$ cat src/key_wakeup_pkg.sv
// Constants shared by the key wake-up configuration block.
// Assumes byte-wide registers reached over a plain strobe port.
package key_wakeup_pkg;

  // ---------------------------------------------------------------
  // Register addresses
  // ---------------------------------------------------------------
  localparam logic [31:0] CTRL_ADDR_BASE = 32'hffff_f371;
  localparam logic [31:0] STAT_ADDR      = 32'hffff_f378;
  localparam logic [31:0] MASK_ADDR      = 32'hffff_f379;

  // ---------------------------------------------------------------
  // Control register layout
  // ---------------------------------------------------------------
  localparam int unsigned DATA_W     = 8;
  localparam int unsigned PULLUP_BIT = 7;
  localparam int unsigned SENSE_HI   = 6;
  localparam int unsigned SENSE_LO   = 4;
  localparam int unsigned EN_BIT     = 0;
  localparam logic [7:0]  CTRL_RESET = 8'h20;
  localparam logic [7:0]  CTRL_WMASK = 8'hf1;
  localparam logic [7:0]  ZERO_BYTE  = 8'h00;

  // ---------------------------------------------------------------
  // Active-state codes
  // ---------------------------------------------------------------
  localparam logic [2:0] SENSE_LOW  = 3'h0;
  localparam logic [2:0] SENSE_HIGH = 3'h1;
  localparam logic [2:0] SENSE_FALL = 3'h2;
  localparam logic [2:0] SENSE_RISE = 3'h3;
  localparam logic [2:0] SENSE_BOTH = 3'h4;

  localparam logic PULLUP_STATIC  = 1'b0;
  localparam logic PULLUP_DYNAMIC = 1'b1;

endpackage : key_wakeup_pkg

$ cat src/key_sense.sv
// One key input's condition detector.
// Assumes the pin is synchronous to mclk_i; edges need one prior sample.
`timescale 1ns/1ps
module key_sense
  import key_wakeup_pkg::*;
(
  input  wire logic       mclk_i,
  input  wire logic       reset_i,
  input  wire logic       ce_i,
  input  wire logic       pin_i,
  input  wire logic [2:0] sense_i,
  input  wire logic       enable_i,
  output logic            hit_o
);

  logic prev_r;
  logic primed_r;
  logic cond;

  always_ff @(posedge mclk_i or posedge reset_i) begin
    if (reset_i) begin
      prev_r   <= 1'b0;
      primed_r <= 1'b0;
    end else if (ce_i) begin
      prev_r   <= pin_i;
      primed_r <= 1'b1;
    end
  end

  // ---------------------------------------------------------------
  // Decode
  // ---------------------------------------------------------------
  always_comb begin
    case (sense_i)
      SENSE_LOW:  cond = ~pin_i;
      SENSE_HIGH: cond = pin_i;
      SENSE_FALL: cond = primed_r & prev_r & ~pin_i;
      SENSE_RISE: cond = primed_r & ~prev_r & pin_i;
      SENSE_BOTH: cond = primed_r & (prev_r ^ pin_i);
      default:    cond = 1'b0;
    endcase
  end

  // Forced low while the clock enable is low
  assign hit_o = ce_i & enable_i & cond;

  chk_sense_fall: assert property (@(posedge mclk_i) disable iff (reset_i)
    (ce_i && enable_i && sense_i == SENSE_FALL && primed_r && prev_r && !pin_i) |-> hit_o)
    else $error("falling edge not detected");

  chk_sense_level: assert property (@(posedge mclk_i) disable iff (reset_i)
    (ce_i && enable_i && sense_i == SENSE_HIGH) |-> (hit_o == pin_i))
    else $error("high level decode wrong");

endmodule : key_sense

$ cat src/key_wakeup_input_config.sv
// Key wake-up configuration and detection for a group of key inputs.
// Assumes key pins synchronous to mclk_i and a one-cycle strobe bus.
//
// Behaviour
// - Control bit 7 picks pull-up: clear static, set dynamic.
// - Active-state field: low, high, falling, rising, both edges.
// - Control bit 0 is the key interrupt enable.
// - Reset leaves the active-state field at falling edge.
// - Reset clears every key interrupt enable.
`timescale 1ns/1ps
module key_wakeup_input_config
  import key_wakeup_pkg::*;
#(
  parameter int unsigned N_KEYS = 3
) (
  input  wire logic              mclk_i,
  input  wire logic              reset_i,
  input  wire logic              ce_i,
  input  wire logic [31:0]       addr_i,
  input  wire logic [7:0]        wdata_i,
  input  wire logic              wr_i,
  input  wire logic              rd_i,
  output logic      [7:0]        rdata_o,
  input  wire logic [N_KEYS-1:0] key_pin_i,
  output logic      [N_KEYS-1:0] pullup_dynamic_o,
  output logic      [N_KEYS-1:0] key_req_o,
  output logic                   wake_o,
  output logic                   irq_o
);

  // ---------------------------------------------------------------
  // Elaboration checks
  // ---------------------------------------------------------------
  // Status and mask are one byte each
  if (N_KEYS < 1 || N_KEYS > DATA_W) begin : g_bad_keys
    $error("N_KEYS must be between 1 and 8");
  end

  // ---------------------------------------------------------------
  // Storage
  // ---------------------------------------------------------------
  logic [7:0]        ctrl_r [N_KEYS];
  logic [N_KEYS-1:0] mask_r;
  logic [N_KEYS-1:0] status_q;
  logic [N_KEYS-1:0] hit;
  logic [N_KEYS-1:0] ctrl_sel;
  logic [N_KEYS-1:0] stat_clr;
  logic              stat_sel;
  logic              mask_sel;
  logic [7:0]        rdata_nxt;
  logic [7:0]        rdata_r;
  logic              irq_r;
  logic              wake_r;
  logic [N_KEYS-1:0] req_r;

  // ---------------------------------------------------------------
  // Address decode
  // ---------------------------------------------------------------
  always_comb begin
    for (int i = 0; i < N_KEYS; i++) begin
      ctrl_sel[i] = (addr_i == CTRL_ADDR_BASE + 32'(i));
    end
  end

  assign stat_sel = (addr_i == STAT_ADDR);
  assign mask_sel = (addr_i == MASK_ADDR);

  // ---------------------------------------------------------------
  // Control registers
  // ---------------------------------------------------------------
  // Bits 3..1 are read-only zero, so the write mask drops them.
  always_ff @(posedge mclk_i or posedge reset_i) begin
    if (reset_i) begin
      for (int i = 0; i < N_KEYS; i++) begin
        ctrl_r[i] <= CTRL_RESET;
      end
    end else if (ce_i && wr_i) begin
      for (int i = 0; i < N_KEYS; i++) begin
        if (ctrl_sel[i]) begin
          ctrl_r[i] <= wdata_i & CTRL_WMASK;
        end
      end
    end
  end

  // ---------------------------------------------------------------
  // Interrupt mask
  // ---------------------------------------------------------------
  always_ff @(posedge mclk_i or posedge reset_i) begin
    if (reset_i) begin
      mask_r <= '0;
    end else if (ce_i && wr_i && mask_sel) begin
      mask_r <= wdata_i[N_KEYS-1:0];
    end
  end

  // Write one to clear
  assign stat_clr = (wr_i && stat_sel) ? wdata_i[N_KEYS-1:0] : '0;

  // ---------------------------------------------------------------
  // Per-key detection and sticky status
  // ---------------------------------------------------------------
  for (genvar g = 0; g < N_KEYS; g++) begin : g_key
    key_sense u_sense (
      .mclk_i   (mclk_i),
      .reset_i  (reset_i),
      .ce_i     (ce_i),
      .pin_i    (key_pin_i[g]),
      .sense_i  (ctrl_r[g][SENSE_HI:SENSE_LO]),
      .enable_i (ctrl_r[g][EN_BIT]),
      .hit_o    (hit[g])
    );

    sticky_bit u_stat (
      .mclk_i  (mclk_i),
      .reset_i (reset_i),
      .ce_i    (ce_i),
      .set_i   (hit[g]),
      .clr_i   (stat_clr[g]),
      .q_o     (status_q[g])
    );

    // Pull-up mode is a plain flop bit, straight out
    assign pullup_dynamic_o[g] = ctrl_r[g][PULLUP_BIT];
  end

  // ---------------------------------------------------------------
  // Wake-up requests
  // ---------------------------------------------------------------
  // Level modes hold the request; edge modes give a one-cycle pulse.
  always_ff @(posedge mclk_i or posedge reset_i) begin
    if (reset_i) begin
      req_r <= '0;
    end else if (ce_i) begin
      req_r <= hit;
    end
  end

  always_ff @(posedge mclk_i or posedge reset_i) begin
    if (reset_i) begin
      wake_r <= 1'b0;
    end else if (ce_i) begin
      wake_r <= |hit;
    end
  end

  assign key_req_o = req_r;
  assign wake_o    = wake_r;

  // ---------------------------------------------------------------
  // Interrupt output
  // ---------------------------------------------------------------
  // Registered, so it trails the status bits by one cycle
  always_ff @(posedge mclk_i or posedge reset_i) begin
    if (reset_i) begin
      irq_r <= 1'b0;
    end else if (ce_i) begin
      irq_r <= |(status_q & mask_r);
    end
  end

  assign irq_o = irq_r;

  // ---------------------------------------------------------------
  // Read path
  // ---------------------------------------------------------------
  always_comb begin
    rdata_nxt = ZERO_BYTE;
    for (int i = 0; i < N_KEYS; i++) begin
      if (ctrl_sel[i]) begin
        rdata_nxt = ctrl_r[i];
      end
    end
    if (stat_sel) begin
      rdata_nxt = ZERO_BYTE;
      rdata_nxt[N_KEYS-1:0] = status_q;
    end
    if (mask_sel) begin
      rdata_nxt = ZERO_BYTE;
      rdata_nxt[N_KEYS-1:0] = mask_r;
    end
  end

  // Data stand only in the cycle after the strobe
  always_ff @(posedge mclk_i or posedge reset_i) begin
    if (reset_i) begin
      rdata_r <= ZERO_BYTE;
    end else if (ce_i) begin
      rdata_r <= rd_i ? rdata_nxt : ZERO_BYTE;
    end
  end

  assign rdata_o = rdata_r;

  // ---------------------------------------------------------------
  // Checks
  // ---------------------------------------------------------------
  chk_pullup_write: assert property (@(posedge mclk_i) disable iff (reset_i)
    (ce_i && wr_i && ctrl_sel[0]) |=> (pullup_dynamic_o[0] == $past(wdata_i[PULLUP_BIT])))
    else $error("pull-up mode not taken from write");

  chk_reset_sense: assert property (@(posedge mclk_i)
    $fell(reset_i) |-> (ctrl_r[0][SENSE_HI:SENSE_LO] == SENSE_FALL))
    else $error("active-state field not falling edge after reset");

  chk_reset_enable: assert property (@(posedge mclk_i)
    $fell(reset_i) |-> (ctrl_r[0][EN_BIT] == 1'b0 && key_req_o == '0))
    else $error("interrupt enable set after reset");

  chk_enable_gate: assert property (@(posedge mclk_i) disable iff (reset_i)
    (ce_i && !ctrl_r[0][EN_BIT]) |=> !key_req_o[0])
    else $error("request from disabled key");

  chk_req_level: assert property (@(posedge mclk_i) disable iff (reset_i)
    (ce_i && ctrl_r[0][EN_BIT] && ctrl_r[0][SENSE_HI:SENSE_LO] == SENSE_LOW
     && !key_pin_i[0]) |=> key_req_o[0])
    else $error("low level request missing");

  chk_irq_path: assert property (@(posedge mclk_i) disable iff (reset_i)
    (ce_i && hit[0]) ##1 (ce_i && mask_r[0]) |=> irq_o)
    else $error("masked-in event gave no interrupt");

  chk_read_zero: assert property (@(posedge mclk_i) disable iff (reset_i)
    (ce_i && rd_i && ctrl_sel[0]) |=> (rdata_o[3:1] == 3'h0))
    else $error("read-only bits not zero");

  chk_read_gap: assert property (@(posedge mclk_i) disable iff (reset_i)
    (ce_i && !rd_i) |=> (rdata_o == ZERO_BYTE))
    else $error("read data outside read cycle");

  // ---------------------------------------------------------------
  // Checks: register writes and reads
  // ---------------------------------------------------------------
  chk_sense_write: assert property (@(posedge mclk_i) disable iff (reset_i)
    (ce_i && wr_i && ctrl_sel[0])
    |=> (ctrl_r[0][SENSE_HI:SENSE_LO] == $past(wdata_i[SENSE_HI:SENSE_LO])))
    else $error("active-state field not taken from write");

  chk_enable_write: assert property (@(posedge mclk_i) disable iff (reset_i)
    (ce_i && wr_i && ctrl_sel[0]) |=> (ctrl_r[0][EN_BIT] == $past(wdata_i[EN_BIT])))
    else $error("interrupt enable not taken from write");

  // Read-only bits must never pick up write data
  chk_ro_held: assert property (@(posedge mclk_i) disable iff (reset_i)
    ((ctrl_r[0] & ~CTRL_WMASK) == ZERO_BYTE))
    else $error("read-only control bits changed");

  chk_mask_write: assert property (@(posedge mclk_i) disable iff (reset_i)
    (ce_i && wr_i && mask_sel) |=> (mask_r == $past(wdata_i[N_KEYS-1:0])))
    else $error("mask not taken from write");

  chk_read_ctrl: assert property (@(posedge mclk_i) disable iff (reset_i)
    (ce_i && rd_i && ctrl_sel[0]) |=> (rdata_o == $past(ctrl_r[0])))
    else $error("control read data wrong");

  chk_read_status: assert property (@(posedge mclk_i) disable iff (reset_i)
    (ce_i && rd_i && stat_sel) |=> (rdata_o[N_KEYS-1:0] == $past(status_q)))
    else $error("status read data wrong");

  chk_read_unmapped: assert property (@(posedge mclk_i) disable iff (reset_i)
    (ce_i && rd_i && ctrl_sel == '0 && !stat_sel && !mask_sel) |=> (rdata_o == ZERO_BYTE))
    else $error("unmapped read not zero");

  // ---------------------------------------------------------------
  // Checks: detection, status and interrupt
  // ---------------------------------------------------------------
  chk_status_set: assert property (@(posedge mclk_i) disable iff (reset_i)
    (ce_i && hit[0]) |=> status_q[0])
    else $error("event did not set status");

  chk_status_clear: assert property (@(posedge mclk_i) disable iff (reset_i)
    (ce_i && wr_i && stat_sel && wdata_i[0] && !hit[0]) |=> !status_q[0])
    else $error("status bit not cleared by write");

  chk_irq_quiet: assert property (@(posedge mclk_i) disable iff (reset_i)
    (ce_i && (status_q & mask_r) == '0) |=> !irq_o)
    else $error("interrupt with nothing unmasked pending");

  chk_wake_follows: assert property (@(posedge mclk_i) disable iff (reset_i)
    (ce_i && hit != '0) |=> wake_o)
    else $error("wake-up missing after request");

  chk_wake_quiet: assert property (@(posedge mclk_i) disable iff (reset_i)
    (ce_i && hit == '0) |=> !wake_o)
    else $error("wake-up without request");

  // A rising-edge request must drop after one cycle while the pin stays
  chk_rise_pulse: assert property (@(posedge mclk_i) disable iff (reset_i)
    (ce_i && ctrl_r[0][SENSE_HI:SENSE_LO] == SENSE_RISE)
    ##1 (ce_i && ctrl_r[0][SENSE_HI:SENSE_LO] == SENSE_RISE && key_req_o[0])
    |=> !key_req_o[0])
    else $error("rising-edge request longer than one cycle");

  // ---------------------------------------------------------------
  // Checks: reset and clock enable
  // ---------------------------------------------------------------
  chk_reset_quiet: assert property (@(posedge mclk_i)
    $fell(reset_i) |-> (pullup_dynamic_o == '0 && !wake_o && !irq_o && rdata_o == ZERO_BYTE
                        && mask_r == '0 && status_q == '0))
    else $error("outputs or state not cleared by reset");

  // A frozen block must not move any output, whatever its inputs do
  chk_frozen_outputs: assert property (@(posedge mclk_i) disable iff (reset_i)
    !ce_i |=> ($stable(rdata_o) && $stable(key_req_o) && $stable(wake_o)
               && $stable(irq_o) && $stable(pullup_dynamic_o)))
    else $error("output moved while clock enable low");

endmodule : key_wakeup_input_config

$ cat src/sticky_bit.sv
// One sticky status flag, set by hardware, cleared by software.
// Assumes set and clear come from the same clock domain.
`timescale 1ns/1ps
module sticky_bit (
  input  wire logic mclk_i,
  input  wire logic reset_i,
  input  wire logic ce_i,
  input  wire logic set_i,
  input  wire logic clr_i,
  output logic      q_o
);

  always_ff @(posedge mclk_i or posedge reset_i) begin
    if (reset_i) begin
      q_o <= 1'b0;
    end else if (ce_i) begin
      // Set wins so an event in the clearing cycle is kept
      if (set_i) begin
        q_o <= 1'b1;
      end else if (clr_i) begin
        q_o <= 1'b0;
      end
    end
  end

  chk_set_wins: assert property (@(posedge mclk_i) disable iff (reset_i)
    (ce_i && set_i && clr_i) |=> q_o)
    else $error("event lost during clear");

endmodule : sticky_bit

$ cat config.mk
export PLATFORM = sky130hd
export DESIGN_NAME = key_wakeup_input_config
export DESIGN_NICKNAME = d
export VERILOG_FILES = /design/src/key_wakeup_pkg.sv /design/src/key_sense.sv /design/src/key_wakeup_input_config.sv /design/src/sticky_bit.sv
export SDC_FILE = /design/constraint.sdc
export NUM_CORES = 1
export LEC_CHECK = 0
export ABC_AREA = 1
export BUFFER_PORTS_ARGS = -buffer_cell sky130_fd_sc_hd__buf_4
export CORE_UTILIZATION = 44
export CTS_BUF_LIST = sky130_fd_sc_hd__clkbuf_2 sky130_fd_sc_hd__clkbuf_4 sky130_fd_sc_hd__clkbuf_8
export DETAILED_ROUTE_END_ITERATION = 10
export PLACE_DENSITY = 0.71
export SETUP_SLACK_MARGIN = 0.1
export SLEW_MARGIN = 20
export SYNTH_ARGS = -nofsm -noshare
export SYNTH_HDL_FRONTEND = slang
export SYNTH_SLANG_ARGS = --single-unit
$ cat constraint.sdc
create_clock -name mclk_i -period 2.2 [get_ports mclk_i]
set_input_delay 0.44 -clock mclk_i [delete_from_list [all_inputs] [get_ports mclk_i]]
set_output_delay 0.44 -clock mclk_i [all_outputs]
set_load 0.005 [all_outputs]
==> results.py, run 1 <==
metrics = {
    "clock_tree": {
        "ctsRootBufferMaster": "clkbuf_8",
        "clock_latency_ps": 290,
        "post_cts_setup_buffer_count": 0,
        "cts_hold_buf": 0,
        "cts_max_path_buffers": 2,
        "cts_tree": "done",
        "cts_num_sinks": 37,
        "total_clock_buffers_created_by_cts": 5,
        "htree_num_levels": 2,
        "cts_resized": 0,
        "clk_pin_slew_ps": 70,
    },
    "synthesis": {
        "synthesis.instances": 279,
        "synth_seq_area_share_pct": 46.0,
        "mappedNetlistNets": 327,
        "synth.ff_latch_count": 37,
        "avgSynthCellArea_um2": 7.24,
        "synth_top_area_share_pct": 42.1,
        "post_synth_main_area_contributors": "dfrtp_1 42%, nand2_1 19%, o21ai_0 5.9%",
        "yosysWarningCount": 0,
        "synthesis.area_mm2": 0.00202,
        "post-synth-top-area-cell": "dfrtp_1",
        "synth.lib_cells_used.distinct": 28,
    },
    "timing": {
        "maxSlewViolCount": 0,
        "fmaxAchievable_ghz": 0.721,
        "endpoints_failing_hold": 0,
        "setup_viol": 0,
        "timing.setup.tns_ps": 0,
        "period_needed_ps": 1390,
        "min_period_over_period_pct": 63.0,
        "layout_skew_ps": 3.00,
        "rsz_0062_raised_after_global_routing": "false",
    },
    "pwr": {
        "cellPowerDensity_mw_per_mm2": 518,
        "pwr-share-seq_pct": 51.5,
        "power.leakage_nw": 1.38,
        "max-vdd-ir-drop_v": 0.000348,
        "power_switching_mw": 0.305,
        "total_internal_power_mw": 1.04,
        "switching_share_pct": 22.7,
        "p_comb_share_pct": 9.7,
        "clock_power_share_pct": 38.8,
    },
    "global_route": {
        "grt_usage_pct": 21.3,
        "grt_pass1_vias": 1865,
        "grt_max_degree": 38,
        "grt_overflow": 0,
        "grt_first_pass_wirelength_mm": 8.20,
        "antenna_found_initial": 0,
    },
    "floorplan": {
        "floorplan.rows": 24,
        "die_area_mm2": 0.00486,
        "dieHeight_um": 69.7,
        "std_cell_core_area_mm2": 0.00438,
        "die_width_um": 69.7,
        "boundaryPins": 64,
        "floorplan.initialDensity_pct": 46.1,
    },
    "placed_design": {
        "placed_area_mm2": 0.00249,
        "port_buffers": 61,
        "place_hpwl_mm": 3.57,
        "gp_congestion": 0.896,
    },
    "worst_setup_path": {
        "setup.worst_path.start_class": "input pin",
        "critPathBufInv": 2,
        "slowest_stage": "and2_1",
        "timing.critical_path.max_delay_family": "simple AND/OR/NAND/NOR gates",
        "critPathMaxStageDelay_ps": 280,
        "type_of_element_capturing_the_critical_path": "register",
        "crit_path_max_fanout": 10,
        "cp_common_cell": "nand2_1",
        "crit_path_cell_trace": "buf_4, inv_1, nand2_1, nor2_2, nand2_1, nor2_1, and2_1, nand2_4, nand2_1, o21ai_1",
        "timing.critical_path.required_ps": 2370,
        "criticalPathCategory": "in -> reg",
        "cp_data_arrival_time_ps": 1560,
    },
    "layout": {
        "share_of_cells_above_drive_strength_1_pct": 23.8,
        "layout.nets": 388,
        "postLayoutCellArea_mm2": 0.00259,
        "area_growth_syn_to_layout_pct": 28.4,
        "top_library_cells_by_usage_in_the_layout_fill_and_taps_aside": "102 x nand2_1, 62 x buf_4, 34 x dfrtp_1",
        "insertedDiodeCount": 0,
        "leading_cell_type_in_the_layout_fill_and_taps_excluded": "nand2_1",
    },
    "route": {
        "dr_vias": 1929,
        "detail_route.wl_per_cell_um": 11.6,
        "route.detailed.drc": 0,
        "detail_route.wirelength_mm": 4.56,
        "via_per_inst": 4.91,
        "drt-initial-drc-count": 103,
        "final_antenna_net_count": 0,
        "detailedRoute.firstPassIterationCount": 6,
    },
    "worst_hold_path": {
        "hold_class": "in -> async",
    },
    "flow_run": {
        "timing.max_cap.violations": 0,
    },
    "run_status": {
        "run_status": "complete, no violations",
    },
}
## path summary, 6_finish.rpt
path	startpoint	to	slack (ps)	depth (start not counted)
max in group asynchronous	reset_i	ctrl_r[13]	1590	3
hold reg to reg	key_req_o[1]	key_req_o[1]	480	2
min in group mclk_i	key_pin_i[1]	g_key[1].u_sense.prev_r	370	3
hold / removal	reset_i	key_req_o[2]	250	3
setup / recovery	addr_i[7]	ctrl_r[8]	810	10
setup reg to reg	ctrl_r[6]	wake_o	940	5
## Yosys cell counts
library cell,number
nor2_4,1
o22ai_1,1
buf_2,1
inv_1,32
xnor2_1,1
a21oi_1,8
xor2_1,2
nand3_1,14
nand2_4,2
nand2_1,102
nor2_2,1
a311oi_1,2
dfrtp_1,34
buf_4,5
nor2_1,19
nand2_2,3
a31oi_1,1
nor3_1,1
and2_1,2
clkbuf_1,1
buf_6,1
nand4_1,2
dfstp_2,3
or2_0,4
inv_2,1
conb_1,1
o21ai_1,10
o21ai_0,24
## metrics by stage
step                      setup WS (ps)  instances  total power, mW  util [%]  hold WS, ps
after floorplan                     754        279            0.756         -          468
after global placement              511        385            0.834      56.8          466
after detailed placement            510        385            0.837      56.8          468
after CTS                           806        393             1.36      59.2          273
after global routing                623        393             1.40      59.2          297
final                               814        393             1.34      59.2          255
## worst min-delay path: cells and delay by family
family / cells / cell delay, ps
buf+inv: 3 / 550
## power groups by stage
stage / combinational [mW] / clock, mW / sequential (mW)
finish: 0.130 / 0.521 / 0.691
global route: 0.148 / 0.559 / 0.692
CTS: 0.133 / 0.535 / 0.691
global placement: 0.130 / 0 / 0.704
detailed placement: 0.133 / 0 / 0.704
floorplan: 0.0525 / 0 / 0.703
## metal layers
metal  part of all wire, %  wire length [um]  vias to the layer above  GRT usage [%]
met1                    45              2060                      894           25.9
li1                      -                 -                      992              -
met2                    49              2250                       35           35.2
met3                   4.0               181                        8           6.25
met5                     0                 0                        -              0
met4                   1.5                70                        0           8.89
## kinds of logic (layout without fill, tap and decap cells)
kind of cell | Yosys count | in the layout | share of synthesized area (%)
other cells | 1 | 1 | 0.186
xor+xnor | 3 | 3 | 1.30
compound gates | 46 | 46 | 11.9
simple gates | 151 | 151 | 31.6
buf+inv | 41 | 103 | 8.98
flops | 37 | 37 | 46.0
## state kept, by name, summed over array words and instances (netlist names)
register                cells
ctrl_r                     12
g_key.u_stat.q_o            3
wake_o                      1
key_req_o                   3
rdata_o                     7
pullup_dynamic_o            3
g_key.u_sense.prev_r        3
irq_o                       1
g_key.u_sense.primed_r      1
mask_r                      3
## layout make-up
type,instances,area (um2)
Tap cell,52,65.1
Multi-Input combinational cell,201,908
Clock inverter,1,5.00
Clock buffer,7,96.3
Inverter,33,124
Timing Repair Buffer,62,465
Sequential cell,37,930
Fill cell,419,1790
Power figures use the tool's default switching activity.
==> inputs of run 2 (changes only) <==
==> constraint.sdc (replaced) <==
create_clock -name mclk_i -period 1.3 [get_ports mclk_i]
set_input_delay 0.26 -clock mclk_i [delete_from_list [all_inputs] [get_ports mclk_i]]
set_output_delay 0.26 -clock mclk_i [all_outputs]
set_load 0.005 [all_outputs]
==> run 2 against run 1 <==
  * Global-route usage fell by 0.091 points
  * Sequential power grew 69%
  * Non-clock buffer count is 7 higher
  * Worst hold slack worse by 230 ps
  * Count of clock-buffer cells in the layout unchanged
  * Routed wire length up 9.0%
  * Largest power group unchanged
  * Highest routed layer unchanged
==> results.py, run 2 (same netlist as run 1, synthesis figures left out) <==
metrics = {
    "global_route": {
        "grt_pass1_vias": 1868,
        "grt_max_degree": 38,
        "antenna_found_initial": 0,
        "grt_overflow": 0,
        "grt_first_pass_wirelength_mm": 8.25,
        "grt_usage_pct": 21.2,
    },
    "pwr": {
        "switching_share_pct": 21.4,
        "power.leakage_nw": 1.48,
        "clock_power_share_pct": 42.1,
        "power_mw": 2.47,
        "p_comb_share_pct": 10.5,
        "max-vdd-ir-drop_v": 0.000851,
        "cellPowerDensity_mw_per_mm2": 871,
        "pwr-share-seq_pct": 47.4,
        "power_switching_mw": 0.528,
        "total_internal_power_mw": 1.94,
    },
    "clock_tree": {
        "clk_pin_slew_ps": 70,
        "htree_num_levels": 2,
        "cts_hold_buf": 0,
        "cts_max_path_buffers": 2,
        "total_clock_buffers_created_by_cts": 5,
        "cts_tree": "done",
        "ctsRootBufferMaster": "clkbuf_8",
        "clock_latency_ps": 290,
        "cts_num_sinks": 37,
    },
    "route": {
        "detail_route.wl_per_cell_um": 12.4,
        "detailedRoute.firstPassIterationCount": 4,
        "final_antenna_net_count": 0,
        "drt-initial-drc-count": 76,
        "via_per_inst": 4.95,
        "route.detailed.drc": 0,
        "dr_vias": 1979,
        "detail_route.wirelength_mm": 4.98,
    },
    "timing": {
        "layout_skew_ps": 12.1,
        "endpoints_failing_hold": 0,
        "timing.setup.tns_ps": 0,
        "setup_viol": 0,
        "period_needed_ps": 1200,
        "rsz_0062_raised_after_global_routing": "true",
        "fmaxAchievable_ghz": 0.835,
        "min_period_over_period_pct": 92.1,
        "maxSlewViolCount": 0,
    },
    "floorplan": {
        "std_cell_core_area_mm2": 0.00438,
        "die_width_um": 69.7,
        "boundaryPins": 64,
        "floorplan.rows": 24,
        "die_area_mm2": 0.00486,
        "floorplan.initialDensity_pct": 46.1,
        "dieHeight_um": 69.7,
    },
    "worst_setup_path": {
        "setup.worst_path.start_class": "register",
        "cp_data_arrival_time_ps": 1420,
        "crit_path_max_fanout": 7,
        "type_of_element_capturing_the_critical_path": "register",
        "timing.critical_path.required_ps": 1520,
        "criticalPathCategory": "reg -> reg",
    },
    "layout": {
        "top_library_cells_by_usage_in_the_layout_fill_and_taps_aside": "86 x nand2_1, 64 x buf_4, 33 x dfrtp_1",
        "largest_register_ffs": 12,
        "layout.nets": 395,
        "leading_cell_type_in_the_layout_fill_and_taps_excluded": "nand2_1",
        "share_of_cells_above_drive_strength_1_pct": 36.5,
        "largest_register": "ctrl_r",
        "area_growth_syn_to_layout_pct": 40.3,
        "insertedDiodeCount": 0,
    },
    "placed_design": {
        "port_buffers": 61,
        "place_hpwl_mm": 3.63,
        "gp_congestion": 0.830,
    },
    "worst_hold_path": {
        "hold_class": "in -> async",
    },
    "flow_run": {
        "timing.max_cap.violations": 0,
    },
    "run_status": {
        "run_status": "complete, no violations",
    },
}
[run 2: changes by cell type in the layout (fill, tap and decap cells not counted), sizes merged]
cell,change
buf,+7
bufinv,+1
clkinv,-1
[run 2: area by class of cell]
type	instances	area, um2
fillers	371	1550
multi-input cells	201	1050
flip-flops and latches	37	931
repair buffers	69	546
inverters	33	126
clock buffers	7	90.1
well taps	52	65.1
clock inverters	1	30.0
[run 2: stage by stage]
step	cell area (um2)	util (%)	instances	worst slack (ps)	hold WS (ps)
2_1_floorplan	2040	-	279	38.2	381
3_3_place_gp	2560	58.5	390	-178	337
3_5_place_dp	2560	58.5	390	-215	338
4_1_cts	2710	61.8	400	86.0	30.5
5_1_grt	2830	64.6	400	44.1	50.8
6_report	2830	64.6	400	102	20.4
[run 2: critical path: stages, from the launching register on]
cell     delay, ps
dfrtp_2        440
o21ai_1        170
nand4_1        120
a21oi_1        160
nand3_2        140
nand4_1        120
[run 2: metal layers]
metal	up-vias	part of all wire [%]	wire length (um)	track usage, %
met5	-	0	0	0
met4	0	0.72	36	5.33
met3	4	4.3	216	4.36
met2	46	52	2610	36.7
met1	917	43	2120	27.0
li1	1012	-	-	-
[run 2: path summary, 6_finish.rpt]
| check | from | endpoint | slack [ps] | cells past startpoint |
|---|---|---|---|---|
| setup / recovery | ctrl_r[6] | wake_o | 100 | 5 |
| hold / removal | reset_i | rdata_o[0] | 20 | 3 |
| setup reg to reg | ctrl_r[6] | wake_o | 100 | 5 |
| hold reg to reg | rdata_o[4] | rdata_o[4] | 480 | 2 |
| max in group asynchronous | reset_i | ctrl_r[5] | 1020 | 3 |
| min in group mclk_i | key_pin_i[1] | g_key[1].u_sense.prev_r | 210 | 3 |
[run 2: timing repair]
| item | 4_1_cts | 5_1_grt |
|---|---|---|
| gates resized for setup | 4 | 52 |
| setup buffers | 2 | 0 |
| pin swaps | 1 | 25 |
| endpoints found under the setup margin | 10 | 25 |
[run 2: power groups by stage]
stage / Clock [mW] / Sequential, mW / Combinational [mW]
after detailed placement: 0 / 1.19 / 0.239
after CTS: 1.05 / 1.17 / 0.240
after floorplan: 0 / 1.19 / 0.0913
final: 1.04 / 1.17 / 0.259
after global placement: 0 / 1.19 / 0.233
after global routing: 1.10 / 1.17 / 0.288
==> inputs of run 3 (changes only) <==
--- a/config.mk
+++ b/config.mk
@@ -8,11 +8,11 @@
 export ABC_AREA = 1
 export BUFFER_PORTS_ARGS = -buffer_cell sky130_fd_sc_hd__buf_4
 export CORE_UTILIZATION = 44
-export CTS_BUF_LIST = sky130_fd_sc_hd__clkbuf_2 sky130_fd_sc_hd__clkbuf_4 sky130_fd_sc_hd__clkbuf_8
+export CTS_BUF_LIST = sky130_fd_sc_hd__clkbuf_8
 export DETAILED_ROUTE_END_ITERATION = 10
 export PLACE_DENSITY = 0.71
 export SETUP_SLACK_MARGIN = 0.1
-export SLEW_MARGIN = 20
+export SLEW_MARGIN = 10
 export SYNTH_ARGS = -nofsm -noshare
 export SYNTH_HDL_FRONTEND = slang
 export SYNTH_SLANG_ARGS = --single-unit
==> run 3 against run 2 <==
  * Clock skew shrank 1.8 ps
  * Flip-flop and latch count is the same
  * Power shrank 1.4%
  * Global-route usage is essentially flat
==> results.py, run 3 (same netlist as run 1, synthesis figures left out) <==
metrics = {
    "worst_setup_path": {
        "setup.worst_path.start_class": "register",
        "worstSetupPathDepth": 5,
        "setup.reg_to_reg.worst_slack_ps": 100,
        "reg2reg_from": "ctrl_r[6]",
        "slowest_stage": "dfrtp_2",
        "criticalPathCategory": "reg -> reg",
        "startpoint": "ctrl_r[6]",
        "worstReg2RegEnd": "wake_o",
        "crit_path_max_fanout": 7,
        "cp_common_cell": "nand4_1",
        "cp_data_arrival_time_ps": 1420,
        "timing.critical_path.required_ps": 1520,
        "crit_path_end": "wake_o",
        "type_of_element_capturing_the_critical_path": "register",
        "timing.critical_path.max_delay_family": "flip-flops",
        "critPathBufInv": 0,
        "crit_path_cell_trace": "o21ai_1, nand4_1, a21oi_1, nand3_2, nand4_1",
        "timing.reg2reg.worst_path_depth": 5,
        "critPathMaxStageDelay_ps": 440,
    },
    "layout": {
        "top_library_cells_by_usage_in_the_layout_fill_and_taps_aside": "86 x nand2_1, 64 x buf_4, 33 x dfrtp_1",
        "layout.nets": 395,
        "insertedDiodeCount": 0,
        "final_cell_count_no_fill": 400,
        "largest_register": "ctrl_r",
        "share_of_cells_above_drive_strength_1_pct": 36.2,
        "largest_register_ffs": 12,
        "leading_cell_type_in_the_layout_fill_and_taps_excluded": "nand2_1",
        "area_growth_syn_to_layout_pct": 40.1,
    },
    "global_route": {
        "grt_first_pass_wirelength_mm": 8.27,
        "grt_pass1_vias": 1862,
        "grt_max_degree": 38,
        "grt_overflow": 0,
        "grt_usage_pct": 21.2,
        "antenna_found_initial": 0,
    },
    "clock_tree": {
        "cts_num_sinks": 37,
        "clock_latency_ps": 290,
        "clk_pin_slew_ps": 70,
        "cts_tree": "done",
        "ctsRootBufferMaster": "clkbuf_8",
        "total_clock_buffers_created_by_cts": 5,
        "htree_num_levels": 2,
        "cts_max_path_buffers": 2,
    },
    "floorplan": {
        "dieHeight_um": 69.7,
        "floorplan.rows": 24,
        "die_area_mm2": 0.00486,
        "die_width_um": 69.7,
        "floorplan.initialDensity_pct": 46.1,
        "boundaryPins": 64,
        "std_cell_core_area_mm2": 0.00438,
    },
    "route": {
        "detailedRoute.firstPassIterationCount": 4,
        "route.detailed.drc": 0,
        "final_antenna_net_count": 0,
        "detail_route.wirelength_mm": 5.01,
        "detail_route.wl_per_cell_um": 12.5,
        "via_per_inst": 4.94,
        "drt-initial-drc-count": 89,
        "dr_vias": 1975,
    },
    "timing": {
        "period_needed_ps": 1200,
        "setup_viol": 0,
        "rsz_0062_raised_after_global_routing": "true",
        "layout_skew_ps": 10.3,
        "maxSlewViolCount": 0,
        "min_period_over_period_pct": 91.9,
        "endpoints_failing_hold": 0,
        "fmaxAchievable_ghz": 0.837,
    },
    "pwr": {
        "power.leakage_nw": 1.48,
        "power_mw": 2.43,
        "max-vdd-ir-drop_v": 0.000851,
        "cellPowerDensity_mw_per_mm2": 860,
    },
    "worst_hold_path": {
        "hold_class": "in -> async",
    },
    "placed_design": {
        "numPlacedInstances": 390,
        "place_hpwl_mm": 3.63,
        "gp_congestion": 0.830,
        "port_buffers": 61,
    },
    "run_status": {
        "run_status": "complete, no violations",
    },
    "flow_run": {
        "timing.max_cap.violations": 0,
    },
}
run 3: worst reg2reg max path: cells and delay by family (launching register included):
kind,cells,cell delay (ps)
DFF,1,440
and+or+nand+nor,3,380
AOI/OAI and AO/OA,2,330
run 3: final cells by class:
cell class,instances,area [um2]
clock buffers,6,82.6
clock inverters,2,33.8
fillers,371,1550
inverters,33,126
multi-input cells,201,1050
flip-flops and latches,37,931
well taps,52,65.1
repair buffers,69,546
run 3: power by group:
part	total, mW	switching, mW	internal (mW)
logic	0.258	0.125	0.134
clock network	1.00	0.387	0.617
registers	1.17	0.00930	1.16
run 3: what timing repair did:
item / CTS / global route
hold buffers: 0 / 0
pin swaps: 1 / 25
setup buffers: 2 / 0
setup endpoints to repair: 10 / 25
cloned: 0 / 0
resized for setup: 4 / 52
run 3: worst min path at each step:
| stage | from | endpoint | slack, ps | depth (start not counted) |
|---|---|---|---|---|
| after floorplan | key_pin_i[0] | g_key[0].u_sense.prev_r | 380 | 2 |
| after global placement | reset_i | key_req_o[2] | 340 | 3 |
| after detailed placement | reset_i | rdata_o[0] | 340 | 3 |
| after CTS | reset_i | rdata_o[2] | 30 | 3 |
| after global routing | reset_i | rdata_o[0] | 50 | 3 |
| final | reset_i | rdata_o[0] | 20 | 3 |
run 3: through the flow:
step	area [um2]	worst slack [ps]	setup TNS [ps]	hold WS (ps)	utilization, %
3_5_place_dp	2560	-215	-4350	338	58.5
5_1_grt	2830	46.9	0	47.8	64.6
2_1_floorplan	2040	38.2	0	381	-
6_report	2830	105	0	21.5	64.6
3_3_place_gp	2560	-178	-3350	337	58.5
4_1_cts	2700	86.2	0	30.5	61.7
run 3: routing by layer:
| layer | up-vias | share of wire [%] | global-route usage [%] |
|---|---|---|---|
| met2 | 48 | 52 | 36.6 |
| li1 | 1012 | - | - |
| met3 | 4 | 4.4 | 4.36 |
| met1 | 911 | 42 | 27.2 |
| met5 | - | 0 | 0 |
| met4 | 0 | 0.68 | 5.33 |
